[src/rtl/i2cst_pkg.sv]
/*
  Constants, register map and state types for the I2C slave-transmit block.
  Assumes an 8-bit register port with a 3-bit word address.
*/
package i2cst_pkg;
  // Register offsets
  localparam logic [2:0] A_BUF  = 3'h0;
  localparam logic [2:0] A_STAT = 3'h1;
  localparam logic [2:0] A_CON1 = 3'h2;
  localparam logic [2:0] A_CON2 = 3'h3;
  localparam logic [2:0] A_CON3 = 3'h4;
  localparam logic [2:0] A_OWN  = 3'h5;
  localparam logic [2:0] A_EVT  = 3'h6;
  localparam logic [2:0] A_MASK = 3'h7;
  // serial_status_reg fields
  localparam int ST_BF    = 0;
  localparam int ST_RW    = 2;
  localparam int ST_START = 3;
  localparam int ST_STOP  = 4;
  // serial_control_one / three fields
  localparam int C1_CKP   = 4;
  localparam int C3_SLAVE_COLLISION_DETECT_ENABLE = 2;
  localparam int C3_SCIE  = 5;
  // serial_control_two fields
  localparam int C2_GENERAL_CALL_ENABLE  = 7;
  localparam int C2_ACKST = 6;
  localparam int C2_ACK_VALUE_BIT = 5;
  localparam logic [7:0] C2_SEQ = 8'h1f;
  // Event status / mask fields, bits per byte and general-call address
  localparam int EV_SSP = 0;
  localparam int EV_BCL = 1;
  localparam int EV_GC  = 2;
  localparam logic [3:0] BITS    = 4'h8;
  localparam logic [6:0] GC_ADDR = 7'h00;

  typedef enum logic [2:0] {
    S_IDLE = 3'b000,
    S_ADDR = 3'b001,
    S_AACK = 3'b010,
    S_HOLD = 3'b011,
    S_TX   = 3'b100,
    S_TACK = 3'b101
  } i2cst_state_e;

  typedef struct packed {
    i2cst_state_e st;
    logic [3:0]   cnt;
    logic [7:0]   sr;
    logic [7:0]   sbuf;
    logic         bf;
    logic         rw;
    logic         start;
    logic         stop;
    logic [7:0]   con1;
    logic [7:0]   con2;
    logic [7:0]   con3;
    logic [6:0]   own;
    logic [2:0]   ev;
    logic [2:0]   mask;
    logic [7:0]   rdata;
    logic         irq;
    logic         scl1;
    logic         scl2;
    logic         scl3;
    logic         sda1;
    logic         sda2;
    logic         sda3;
    logic         scl_oe_n;
    logic         sda_oe_n;
    logic         lo;
  } i2cst_st_s;

  // Synchronisers start at the idle bus level so release shows no false edge
  localparam i2cst_st_s ST_RST = '{st: S_IDLE, scl_oe_n: 1'b1, sda_oe_n: 1'b1,
                                   scl1: 1'b1, scl2: 1'b1, scl3: 1'b1,
                                   sda1: 1'b1, sda2: 1'b1, sda3: 1'b1,
                                   default: '0};
endpackage

[src/rtl/i2cst_slave_tx.sv]
/*
  I2C slave-transmit path with its register port, event flags and interrupt.
  Assumes SCL/SDA arrive asynchronously, open-drain resolved outside, and a
  register master that issues one-cycle strobes on clk_i.
*/
// Chosen here: the address-and-strobe port and the placing of the registers.
`timescale 1ns/100ps

module i2cst_slave_tx
  import i2cst_pkg::*;
(
  input  wire logic       clk_i,
  input  wire logic       reset_i,
  input  wire logic [2:0] addr_i,
  input  wire logic [7:0] wdata_i,
  input  wire logic       wr_i,
  input  wire logic       rd_i,
  output logic      [7:0] rdata_o,
  output logic            irq_o,
  input  wire logic       scl_i,
  output logic            scl_o,
  output logic            scl_oe_n_o,
  input  wire logic       sda_i,
  output logic            sda_o,
  output logic            sda_oe_n_o
);

  i2cst_st_s r;
  i2cst_st_s n;
  logic      scl_rise;
  logic      scl_fall;
  logic      start_det;
  logic      stop_det;
  logic      busy;
  logic [3:0] cnt_inc;
  logic [7:0] stat;

  function automatic logic hit(input logic acc, input logic [2:0] a,
                               input logic [2:0] k);
    return acc && (a == k);
  endfunction

  // Edges from the second and third flops only
  assign scl_rise  = r.scl2 & ~r.scl3;
  assign scl_fall  = ~r.scl2 & r.scl3;
  assign start_det = r.scl2 & r.scl3 & ~r.sda2 & r.sda3;
  assign stop_det  = r.scl2 & r.scl3 & r.sda2 & ~r.sda3;
  // Stretching counts as idle so software can load the next byte
  assign busy      = !(r.st == S_IDLE || r.st == S_HOLD);
  assign cnt_inc   = r.cnt + 4'h1;

  always_comb begin
    n      = r;
    stat   = 8'h00;
    stat[ST_BF]    = r.bf;
    stat[ST_RW]    = r.rw;
    stat[ST_START] = r.start;
    stat[ST_STOP]  = r.stop;
    n.rdata = 8'h00;
    n.scl1  = scl_i;
    n.scl2  = r.scl1;
    n.scl3  = r.scl2;
    n.sda1  = sda_i;
    n.sda2  = r.sda1;
    n.sda3  = r.sda2;

    if (hit(rd_i, addr_i, A_BUF)) begin
      n.rdata = r.sbuf;
      n.bf    = 1'b0;
    end else if (hit(rd_i, addr_i, A_STAT)) begin
      n.rdata = stat;
    end else if (hit(rd_i, addr_i, A_CON1)) begin
      n.rdata = r.con1;
    end else if (hit(rd_i, addr_i, A_CON2)) begin
      n.rdata = r.con2;
    end else if (hit(rd_i, addr_i, A_CON3)) begin
      n.rdata = r.con3;
    end else if (hit(rd_i, addr_i, A_OWN)) begin
      n.rdata = {1'b0, r.own};
    end else if (hit(rd_i, addr_i, A_EVT)) begin
      n.rdata = {5'h00, r.ev};
      n.ev    = 3'h0;
    end else if (hit(rd_i, addr_i, A_MASK)) begin
      n.rdata = {5'h00, r.mask};
    end

    if (hit(wr_i, addr_i, A_BUF)) begin
      if (!busy) begin
        n.sbuf = wdata_i;
        n.sr   = wdata_i;
        n.bf   = 1'b1;
      end
    end else if (hit(wr_i, addr_i, A_CON1)) begin
      n.con1 = wdata_i;
    end else if (hit(wr_i, addr_i, A_CON2)) begin
      n.con2[C2_GENERAL_CALL_ENABLE]  = wdata_i[C2_GENERAL_CALL_ENABLE];
      n.con2[C2_ACK_VALUE_BIT] = wdata_i[C2_ACK_VALUE_BIT];
      // Busy: sequence bits may only be cleared, never set
      n.con2 = busy ? (n.con2 & ~(C2_SEQ & ~wdata_i))
                    : ((n.con2 & ~C2_SEQ) | (wdata_i & C2_SEQ));
    end else if (hit(wr_i, addr_i, A_CON3)) begin
      n.con3 = wdata_i;
    end else if (hit(wr_i, addr_i, A_OWN)) begin
      n.own = wdata_i[6:0];
    end else if (hit(wr_i, addr_i, A_MASK)) begin
      n.mask = wdata_i[2:0];
    end

    // Link side; hardware sets come last so they win over clears
    if (start_det) begin
      n.start    = 1'b1;
      n.stop     = 1'b0;
      n.rw       = 1'b0;
      n.st       = S_ADDR;
      n.cnt      = 4'h0;
      n.scl_oe_n = 1'b1;
      n.sda_oe_n = 1'b1;
      if (r.con3[C3_SCIE]) begin
        n.ev[EV_SSP] = 1'b1;
      end
    end else if (stop_det) begin
      n.stop     = 1'b1;
      n.start    = 1'b0;
      n.rw       = 1'b0;
      n.st       = S_IDLE;
      n.scl_oe_n = 1'b1;
      n.sda_oe_n = 1'b1;
    end else begin
      case (r.st)
        S_IDLE: begin
          n.st = S_IDLE;
        end
        S_ADDR: begin
          if (scl_rise) begin
            n.sr  = {r.sr[6:0], r.sda2};
            n.cnt = cnt_inc;
          end else if (scl_fall && r.cnt == BITS) begin
            if (r.sr[7:1] == r.own && r.sr[0]) begin
              n.sda_oe_n = 1'b0;
              n.st       = S_AACK;
            end else begin
              // Only read requests are served; anything else is let go
              if (r.sr[7:1] == GC_ADDR && !r.sr[0] && r.con2[C2_GENERAL_CALL_ENABLE]) begin
                n.ev[EV_GC] = 1'b1;
              end
              n.st = S_IDLE;
            end
          end
        end
        S_AACK: begin
          if (scl_fall) begin
            n.sda_oe_n     = 1'b1;
            n.scl_oe_n     = 1'b0;
            n.con1[C1_CKP] = 1'b0;
            n.rw           = 1'b1;
            n.sbuf         = r.sr;
            n.bf           = 1'b1;
            n.ev[EV_SSP]   = 1'b1;
            n.st           = S_HOLD;
          end
        end
        S_HOLD: begin
          // SCL stays low until software sets clock_release
          if (r.con1[C1_CKP]) begin
            n.scl_oe_n = 1'b1;
            n.sda_oe_n = r.sr[7];
            n.cnt      = 4'h0;
            n.st       = S_TX;
          end
        end
        S_TX: begin
          // Released one bit read back low: someone else owns SDA
          if (scl_rise && r.sda_oe_n && !r.sda2 && r.con3[C3_SLAVE_COLLISION_DETECT_ENABLE]) begin
            n.ev[EV_BCL] = 1'b1;
            n.sda_oe_n   = 1'b1;
            n.rw         = 1'b0;
            n.st         = S_IDLE;
          end else if (scl_fall) begin
            n.cnt = cnt_inc;
            if (cnt_inc == BITS) begin
              n.sda_oe_n = 1'b1;
              n.bf       = 1'b0;
              n.st       = S_TACK;
            end else begin
              n.sr       = {r.sr[6:0], 1'b0};
              n.sda_oe_n = r.sr[6];
            end
          end
        end
        S_TACK: begin
          // Only the ninth rising edge updates the ack status
          if (scl_rise) begin
            n.con2[C2_ACKST] = r.sda2;
          end else if (scl_fall) begin
            n.ev[EV_SSP] = 1'b1;
            if (r.con2[C2_ACKST]) begin
              n.rw = 1'b0;
              n.st = S_IDLE;
            end else begin
              n.scl_oe_n     = 1'b0;
              n.con1[C1_CKP] = 1'b0;
              n.st           = S_HOLD;
            end
          end
        end
        default: begin
          n.st = S_IDLE;
        end
      endcase
    end
    n.irq = |(n.ev & n.mask);
  end

  always_ff @(posedge clk_i or posedge reset_i) begin
    if (reset_i) begin
      r <= ST_RST;
    end else begin
      r <= n;
    end
  end

  // Open drain: value fixed low, the enables carry the data
  assign rdata_o    = r.rdata;
  assign irq_o      = r.irq;
  assign scl_o      = r.lo;
  assign sda_o      = r.lo;
  assign scl_oe_n_o = r.scl_oe_n;
  assign sda_oe_n_o = r.sda_oe_n;
endmodule // i2cst_slave_tx

[config.mk]
export PLATFORM = sky130hd
export DESIGN_NAME = i2cst_slave_tx
export DESIGN_NICKNAME = d
export VERILOG_FILES = /design/src/rtl/i2cst_pkg.sv /design/src/rtl/i2cst_slave_tx.sv
export SDC_FILE = /design/constraint.sdc
export NUM_CORES = 1
export LEC_CHECK = 0
export BUFFER_PORTS_ARGS = -buffer_cell sky130_fd_sc_hd__buf_2
export CAP_MARGIN = 25
export CORE_MARGIN = 4
export CORE_UTILIZATION = 65
export CTS_CLUSTER_DIAMETER = 120
export DETAILED_ROUTE_END_ITERATION = 8
export PLACE_DENSITY = 0.85
export SYNTH_ARGS = -nofsm -noshare
export SYNTH_HDL_FRONTEND = slang
export SYNTH_SLANG_ARGS = --single-unit
[constraint.sdc]
create_clock -name clk_i -period 6.68 [get_ports clk_i]
set_input_delay 0.668 -clock clk_i [delete_from_list [all_inputs] [get_ports clk_i]]
set_output_delay 0.668 -clock clk_i [all_outputs]
set_load 0.1 [all_outputs]
==> results.txt, run 1 <==
Post-place setup slack - 4.110 ns
Worst-skew pair later-pin latency - 0.36 ns
Total Wirelength - 9.863 mm
Number of I/O pins - 30
GRT Overall Usage - 27.94%
Pwr dens - 379.4 nW/um^2
Hold-fix buffers at CTS - 0
Seq cells post-synth - 81
Top Layer Used - met4
Clock Path Buffers - 2
Crit Path Class - reg2reg
Largest stage delay on the critical path - 0.65 ns
CP endpoint kind - flip-flop
Via density - 6.694
Setup TNS - 0 ns
Fmax - 429.9 MHz
Top cell type's share of synthesized area - 43.70%
Commonest non-fill, non-tap cell in the layout - dfrtp_1
Die X - 88.20 microns
# fillers - 442
Mapped cell area - 4180 sq um
Commonest cells after routing, fill and taps aside - 73 x dfrtp_1, 38 x nand2_1, 32 x mux2_2
HPWL after DPL - 7.145 mm
Period utilisation layout - 34.82%
Worst vdd ir - 0.0003655 V
Average wire per cell in the routed design - 20.25 microns
I/O Buffers - 27
Post-CTS Setup Bufs - 0
Ant diodes - 0
Initial antenna violation count - 0
Root Driver - clkbuf_8
Hold/Removal Path Class - in2async
Synth area leader - dfrtp_1
Syn-to-layout area delta - 7.573%
NumNets Final - 426
Top cells by area, synth - dfrtp_1 44%, mux2_2 8.6%, dfstp_2 5.0%, nand2_1 3.4%, o21ai_0 2.8%
Post-route worst setup slack - 4.354 ns
Vias in the first global route - 3124
Global route overflow - 0
Main synth FF type - dfrtp_1
Resized Gates After CTS - 0
RSZ-0062 raised after global routing - no
EDFF count, synth - 0
Starting Density - 68.58%
Syn Area/Cell - 10.58 sq um
Met2 Routed Length - 4.614 mm
Clock sinks - 81
Setup Viol. Count Final - 0
Post-synth cell types - 56
Cells along the critical path - nand2b_1, nor3_1, o32a_1, o31ai_1, nor4_2, mux2_1
Final setup skew - 0.007511 ns
Post-route DRC - 0
Core region area - 6096 sq um
RD Place Congestion - 0.9891
Htree depth - 3
Vias post-DR - 3260
Chip height - 88.20 microns
Minimum clock period - 2.326 ns
Cells after Synth - 395
Met3 wire length - 848 microns
Pin count of the biggest net entering global routing - 82
Async SR Flop Fraction - 100.0%
Pleak - 0.001935 uW
CTS buffer count - 9
Hold WS - 0.2639 ns
Crit-path slowest cell - dfstp_2
Post-route ant nets - 0
Final total power - 1706 uW
Final Util - 73.77%
First-pass GRT wire length - 16.17 mm
Hold Vio Cnt, Final - 0
# rows - 28
Die area - 7778 sq um
Worst-margin pin slew - 0.8370 ns
CTS clk-pin slew, worst paths - 0.08 ns
Max cap viols - 0
Status - finished, final reports clean
Pre-antenna DRT Iters - 6
Metal-1 WL - 4.154 mm
Sequential area share after synthesis - 48.73%
Initial DRC count - 390
CP max FO - 13
Worst Path Required - 6.92 ns
Ys Warns - 0
CTS tree - done
Final Max Tran Viols - 0
Relative slew slack - 43.83%
WP data arrival - 2.57 ns
Share of layout cells above drive strength 1 - 23.30%
CP Launch Type - flip-flop
## per-layer routing
layer  GRT usage [%]  up-vias
met2           41.47      175
li1                -     1456
met3           6.397       26
met5               0        -
met4           9.753        0
met1           40.60     1603
## path summary, 6_finish.rpt
kind,start,end,slack [ns],depth (start not counted)
max,n[6],r[81],4.35,6
min,reset_i,r[77],0.26,3
max reg2reg,n[6],r[81],4.35,6
min reg2reg,n[7],n[6],0.36,0
max in group asynchronous,reset_i,n[6],5.80,4
min in group clk_i,n[7],n[6],0.36,0
## cells in the mapped netlist (2+ instances only)
master / number
dfstp_2: 8
clkbuf_1: 11
mux2_1: 3
inv_1: 7
dfrtp_1: 73
or4_1: 3
a31oi_1: 5
or3_1: 2
nand3_1: 9
nand2_1: 38
or3b_1: 2
o31ai_1: 4
buf_4: 10
and3_1: 2
nor2_1: 20
nand2b_1: 8
a32o_1: 2
o21ai_0: 23
buf_2: 8
ha_1: 2
o21ai_1: 4
nand4_1: 5
or2_1: 2
nor2b_1: 10
or2_2: 2
nor3_1: 9
mux2_2: 32
nor3_2: 2
a221o_1: 5
a22o_1: 6
mux4_2: 4
and2_1: 6
a22oi_1: 4
a21oi_1: 15
xnor2_1: 9
mux2i_1: 10
o22ai_1: 6
o22a_1: 5
nor3b_1: 2
## flip-flops by register name, summed over array words and instances (netlist names)
| name | flops |
|---|---|
| r | 66 |
| scl_oe_n_o | 1 |
| n | 4 |
| rdata_o | 8 |
| sda_oe_n_o | 1 |
| irq_o | 1 |
## cells by family (layout without fill, tap and decap cells)
| kind of cell | Yosys count | count (layout) | synth area share [%] |
|---|---|---|---|
| adder cells (fa/ha/maj) | 2 | 2 | 0.5985 |
| other | 1 | 2 | 0.08971 |
| multiplexers | 49 | 49 | 13.98 |
| flip-flops | 81 | 81 | 48.73 |
| AO/OA/AOI/OAI | 89 | 89 | 14.22 |
| XOR/XNOR | 10 | 10 | 2.095 |
| buffers and inverters | 36 | 52 | 4.370 |
| AND/OR/NAND/NOR | 127 | 127 | 15.92 |
## cell type report
type | instances | area, sq um | area share (%)
Timing Repair Buffer | 29 | 170.2 | 3.784
Inverter | 7 | 27.53 | 0.6121
Sequential cell | 81 | 2037 | 45.30
Multi-Input combinational cell | 279 | 1964 | 43.68
Clock inverter | 3 | 65.06 | 1.447
Tap cell | 75 | 93.84 | 2.087
Clock buffer | 13 | 138.9 | 3.088
## where the power goes
part           leakage (uW)  switching, uW  internal [uW]  total [uW]
logic              0.000846            330            218         548
registers          0.000987            145            635         781
clock network      0.000102            167            211         378
total               0.00193            642           1060        1710
## metrics by stage
step,instances,area [sq um]
after detailed placement,470,4265
after global placement,470,4265
after CTS,486,4469
after floorplan,396,4184
final,487,4497
after global routing,487,4497
## critical path: cells and delay by family, from the launching register on
kind               cells  cell delay, ns
AOI/OAI and AO/OA      2            0.35
DFF                    1            0.65
muxes                  1            0.35
and+or+nand+nor        3            0.86
(Power assumes the default switching activity.)
==> run 2, diff against run 1 <==
- ABC_AREA: default -> 1
- CORE_UTILIZATION: 65 -> 54
- PLACE_DENSITY: 0.85 -> 0.75
- clock period: 6.68 -> 1.9 ns (I/O delays scaled with it)
==> results.txt, run 2 <==
WP data arrival - 1.97 ns
Fmax - 575.3 MHz
Top cells by area, synth - dfrtp_1 44%, nand2_1 14%, o21ai_0 7.4%, inv_1 6.4%, dfstp_2 5.1%
Commonest non-fill, non-tap cell in the layout - nand2_1
# rows - 31
Vias in the first global route - 3529
RD Place Congestion - 0.9506
Synth cell count leaders - 152 x nand2_1, 73 x dfrtp_1, 71 x inv_1, 61 x o21ai_0, 31 x nand3_1
Share of layout cells above drive strength 1 - 14.48%
Register area - 2037 sq um
Hold Vio Cnt, Final - 0
Crit-path slowest cell - dfstp_2
CTS buffer count - 9
Via density - 5.539
Placement Cell Area - 4436 sq um
Cells after Synth - 536
Async SR Flop Fraction - 100.0%
RSZ-0062 raised after global routing - no
Ant diodes - 0
Seq cells post-synth - 81
CP endpoint kind - flip-flop
CP top delay family - simple AND/OR/NAND/NOR gates
Die area - 9152 sq um
HPWL after DPL - 8.672 mm
Biggest register - r
Worst Path Required - 2.13 ns
Worst vdd ir - 0.0005238 V
Final Max Tran Viols - 0
Cells along the critical path - nand2_2, nor2_4, inv_2, a21oi_1, and2_1, nand3_2, nand2_1, o21ai_1
Hold/Removal Path Class - in2reg
Minimum clock period - 1.738 ns
Multi-input logic area - 1720 sq um
Syn-to-layout area delta - 12.51%
Top-count cell post-synth - nand2_1
Syn Area/Cell - 7.743 sq um
Main synth FF type - dfrtp_1
Post-route DRC - 0
Worst-skew pair later-pin latency - 0.35 ns
Root Driver - clkbuf_8
Pin count of the biggest net entering global routing - 30
Hold Crit Depth - 3
Initial DRC count - 319
Critical Path Stages - 8
Pleak - 0.002351 uW
Status - finished, final reports clean
Synth area leader - dfrtp_1
Worst-margin pin slew - 0.5173 ns
GRT Overall Usage - 26.37%
Global route overflow - 0
Starting Density - 56.32%
Max cap viols - 0
Chip height - 95.67 microns
CTS clk-pin slew, worst paths - 0.08 ns
First-pass GRT wire length - 17.96 mm
Crit Path Class - reg2reg
# fillers - 649
Largest register FFs - 66
Number of I/O pins - 30
CP max FO - 8
Post-synth cell types - 36
Setup TNS - 0 ns
Total Wirelength - 11.27 mm
Sequential area share after synthesis - 49.08%
Relative slew slack - 65.43%
Clock sinks - 81
Mapped cell area - 4150 sq um
Setup Viol. Count Final - 0
Die X - 95.67 microns
Post-route ant nets - 0
Clock Path Buffers - 2
CTS tree - done
Ys Warns - 0
Htree depth - 3
Finished Cell Area - 4669 sq um
CP Launch Type - flip-flop
Pwr dens - 947.9 nW/um^2
I/O Buffers - 27
Vias post-DR - 3761
Top cell type's share of synthesized area - 44.02%
Core region area - 7370 sq um
R2R depth - 8
EDFF count, synth - 0
Post-CTS Setup Bufs - 0
Commonest cells after routing, fill and taps aside - 152 x nand2_1, 73 x dfrtp_1, 70 x inv_1
Pre-antenna DRT Iters - 5
Average wire per cell in the routed design - 16.60 microns
NumNets Final - 594
Largest stage delay on the critical path - 0.58 ns
CP bufs+invs - 1
Initial antenna violation count - 0
Period utilisation layout - 91.49%
Final setup skew - 0.009140 ns
-- run 2: layer usage --
layer	routed length (microns)	GRT usage, %
met3	871	4.183
met5	0	0
met4	121	7.227
met2	5112	39.78
met1	5164	39.38
-- run 2: kinds of logic (layout without fill, tap and decap cells) --
family	Yosys count	in the layout	share of synthesized area, %
mux	1	1	0.2412
fa+ha+maj	2	2	0.6029
simple gates	235	235	24.03
compound gates	118	118	15.80
other cells	1	2	0.09036
buf+inv	96	139	9.738
xor+xnor	2	2	0.4221
flops	81	81	49.08
-- run 2: area by class of cell --
class	instances	share of cell area, %
Sequential cell	81	43.62
Inverter	80	6.511
Timing Repair Buffer	43	6.163
Clock inverter	5	1.179
Multi-Input combinational cell	360	36.84
Tap cell	99	2.653
Clock buffer	11	3.028
-- run 2: repair_timing --
item                       CTS  global route
hold endpoints to repair    19             0
setup endpoints to repair    0             3
hold buffers                 3             0
gates resized for setup      0             2
-- run 2: tightest hold or removal path: stages --
cell	delay [ns]
buf_2	0.10
nand3_1	0.07
a21oi_1	0.06
-- run 2: worst paths after layout --
check	start	slack [ns]	to
min in group asynchronous	reset_i	0.42	r[28]
worst max register to register	n[6]	0.16	r[75]
worst min register to register	n[4]	0.36	n[3]
worst min-delay path	wdata_i[4]	0.11	r[51]
worst max-delay path	n[6]	0.16	r[75]
max in group asynchronous	reset_i	0.89	sda_oe_n_o
-- run 2: power breakdown --
group | switching, uW | internal [uW]
combinational | 694 | 270
clock | 630 | 640
sequential | 184 | 2010
-- run 2: metrics by stage --
stage	instances	hold slack (ns)	utilization [%]	power [uW]	setup WS (ns)
after floorplan	537	0.1945	-	2908	0.1668
after global placement	660	0.2435	60.19	3134	0.2060
after detailed placement	660	0.2485	60.19	3165	0.2044
after CTS	679	0.1060	63.26	4432	0.1829
after global routing	679	0.1352	63.36	4660	0.01644
final	679	0.1149	63.36	4426	0.1617
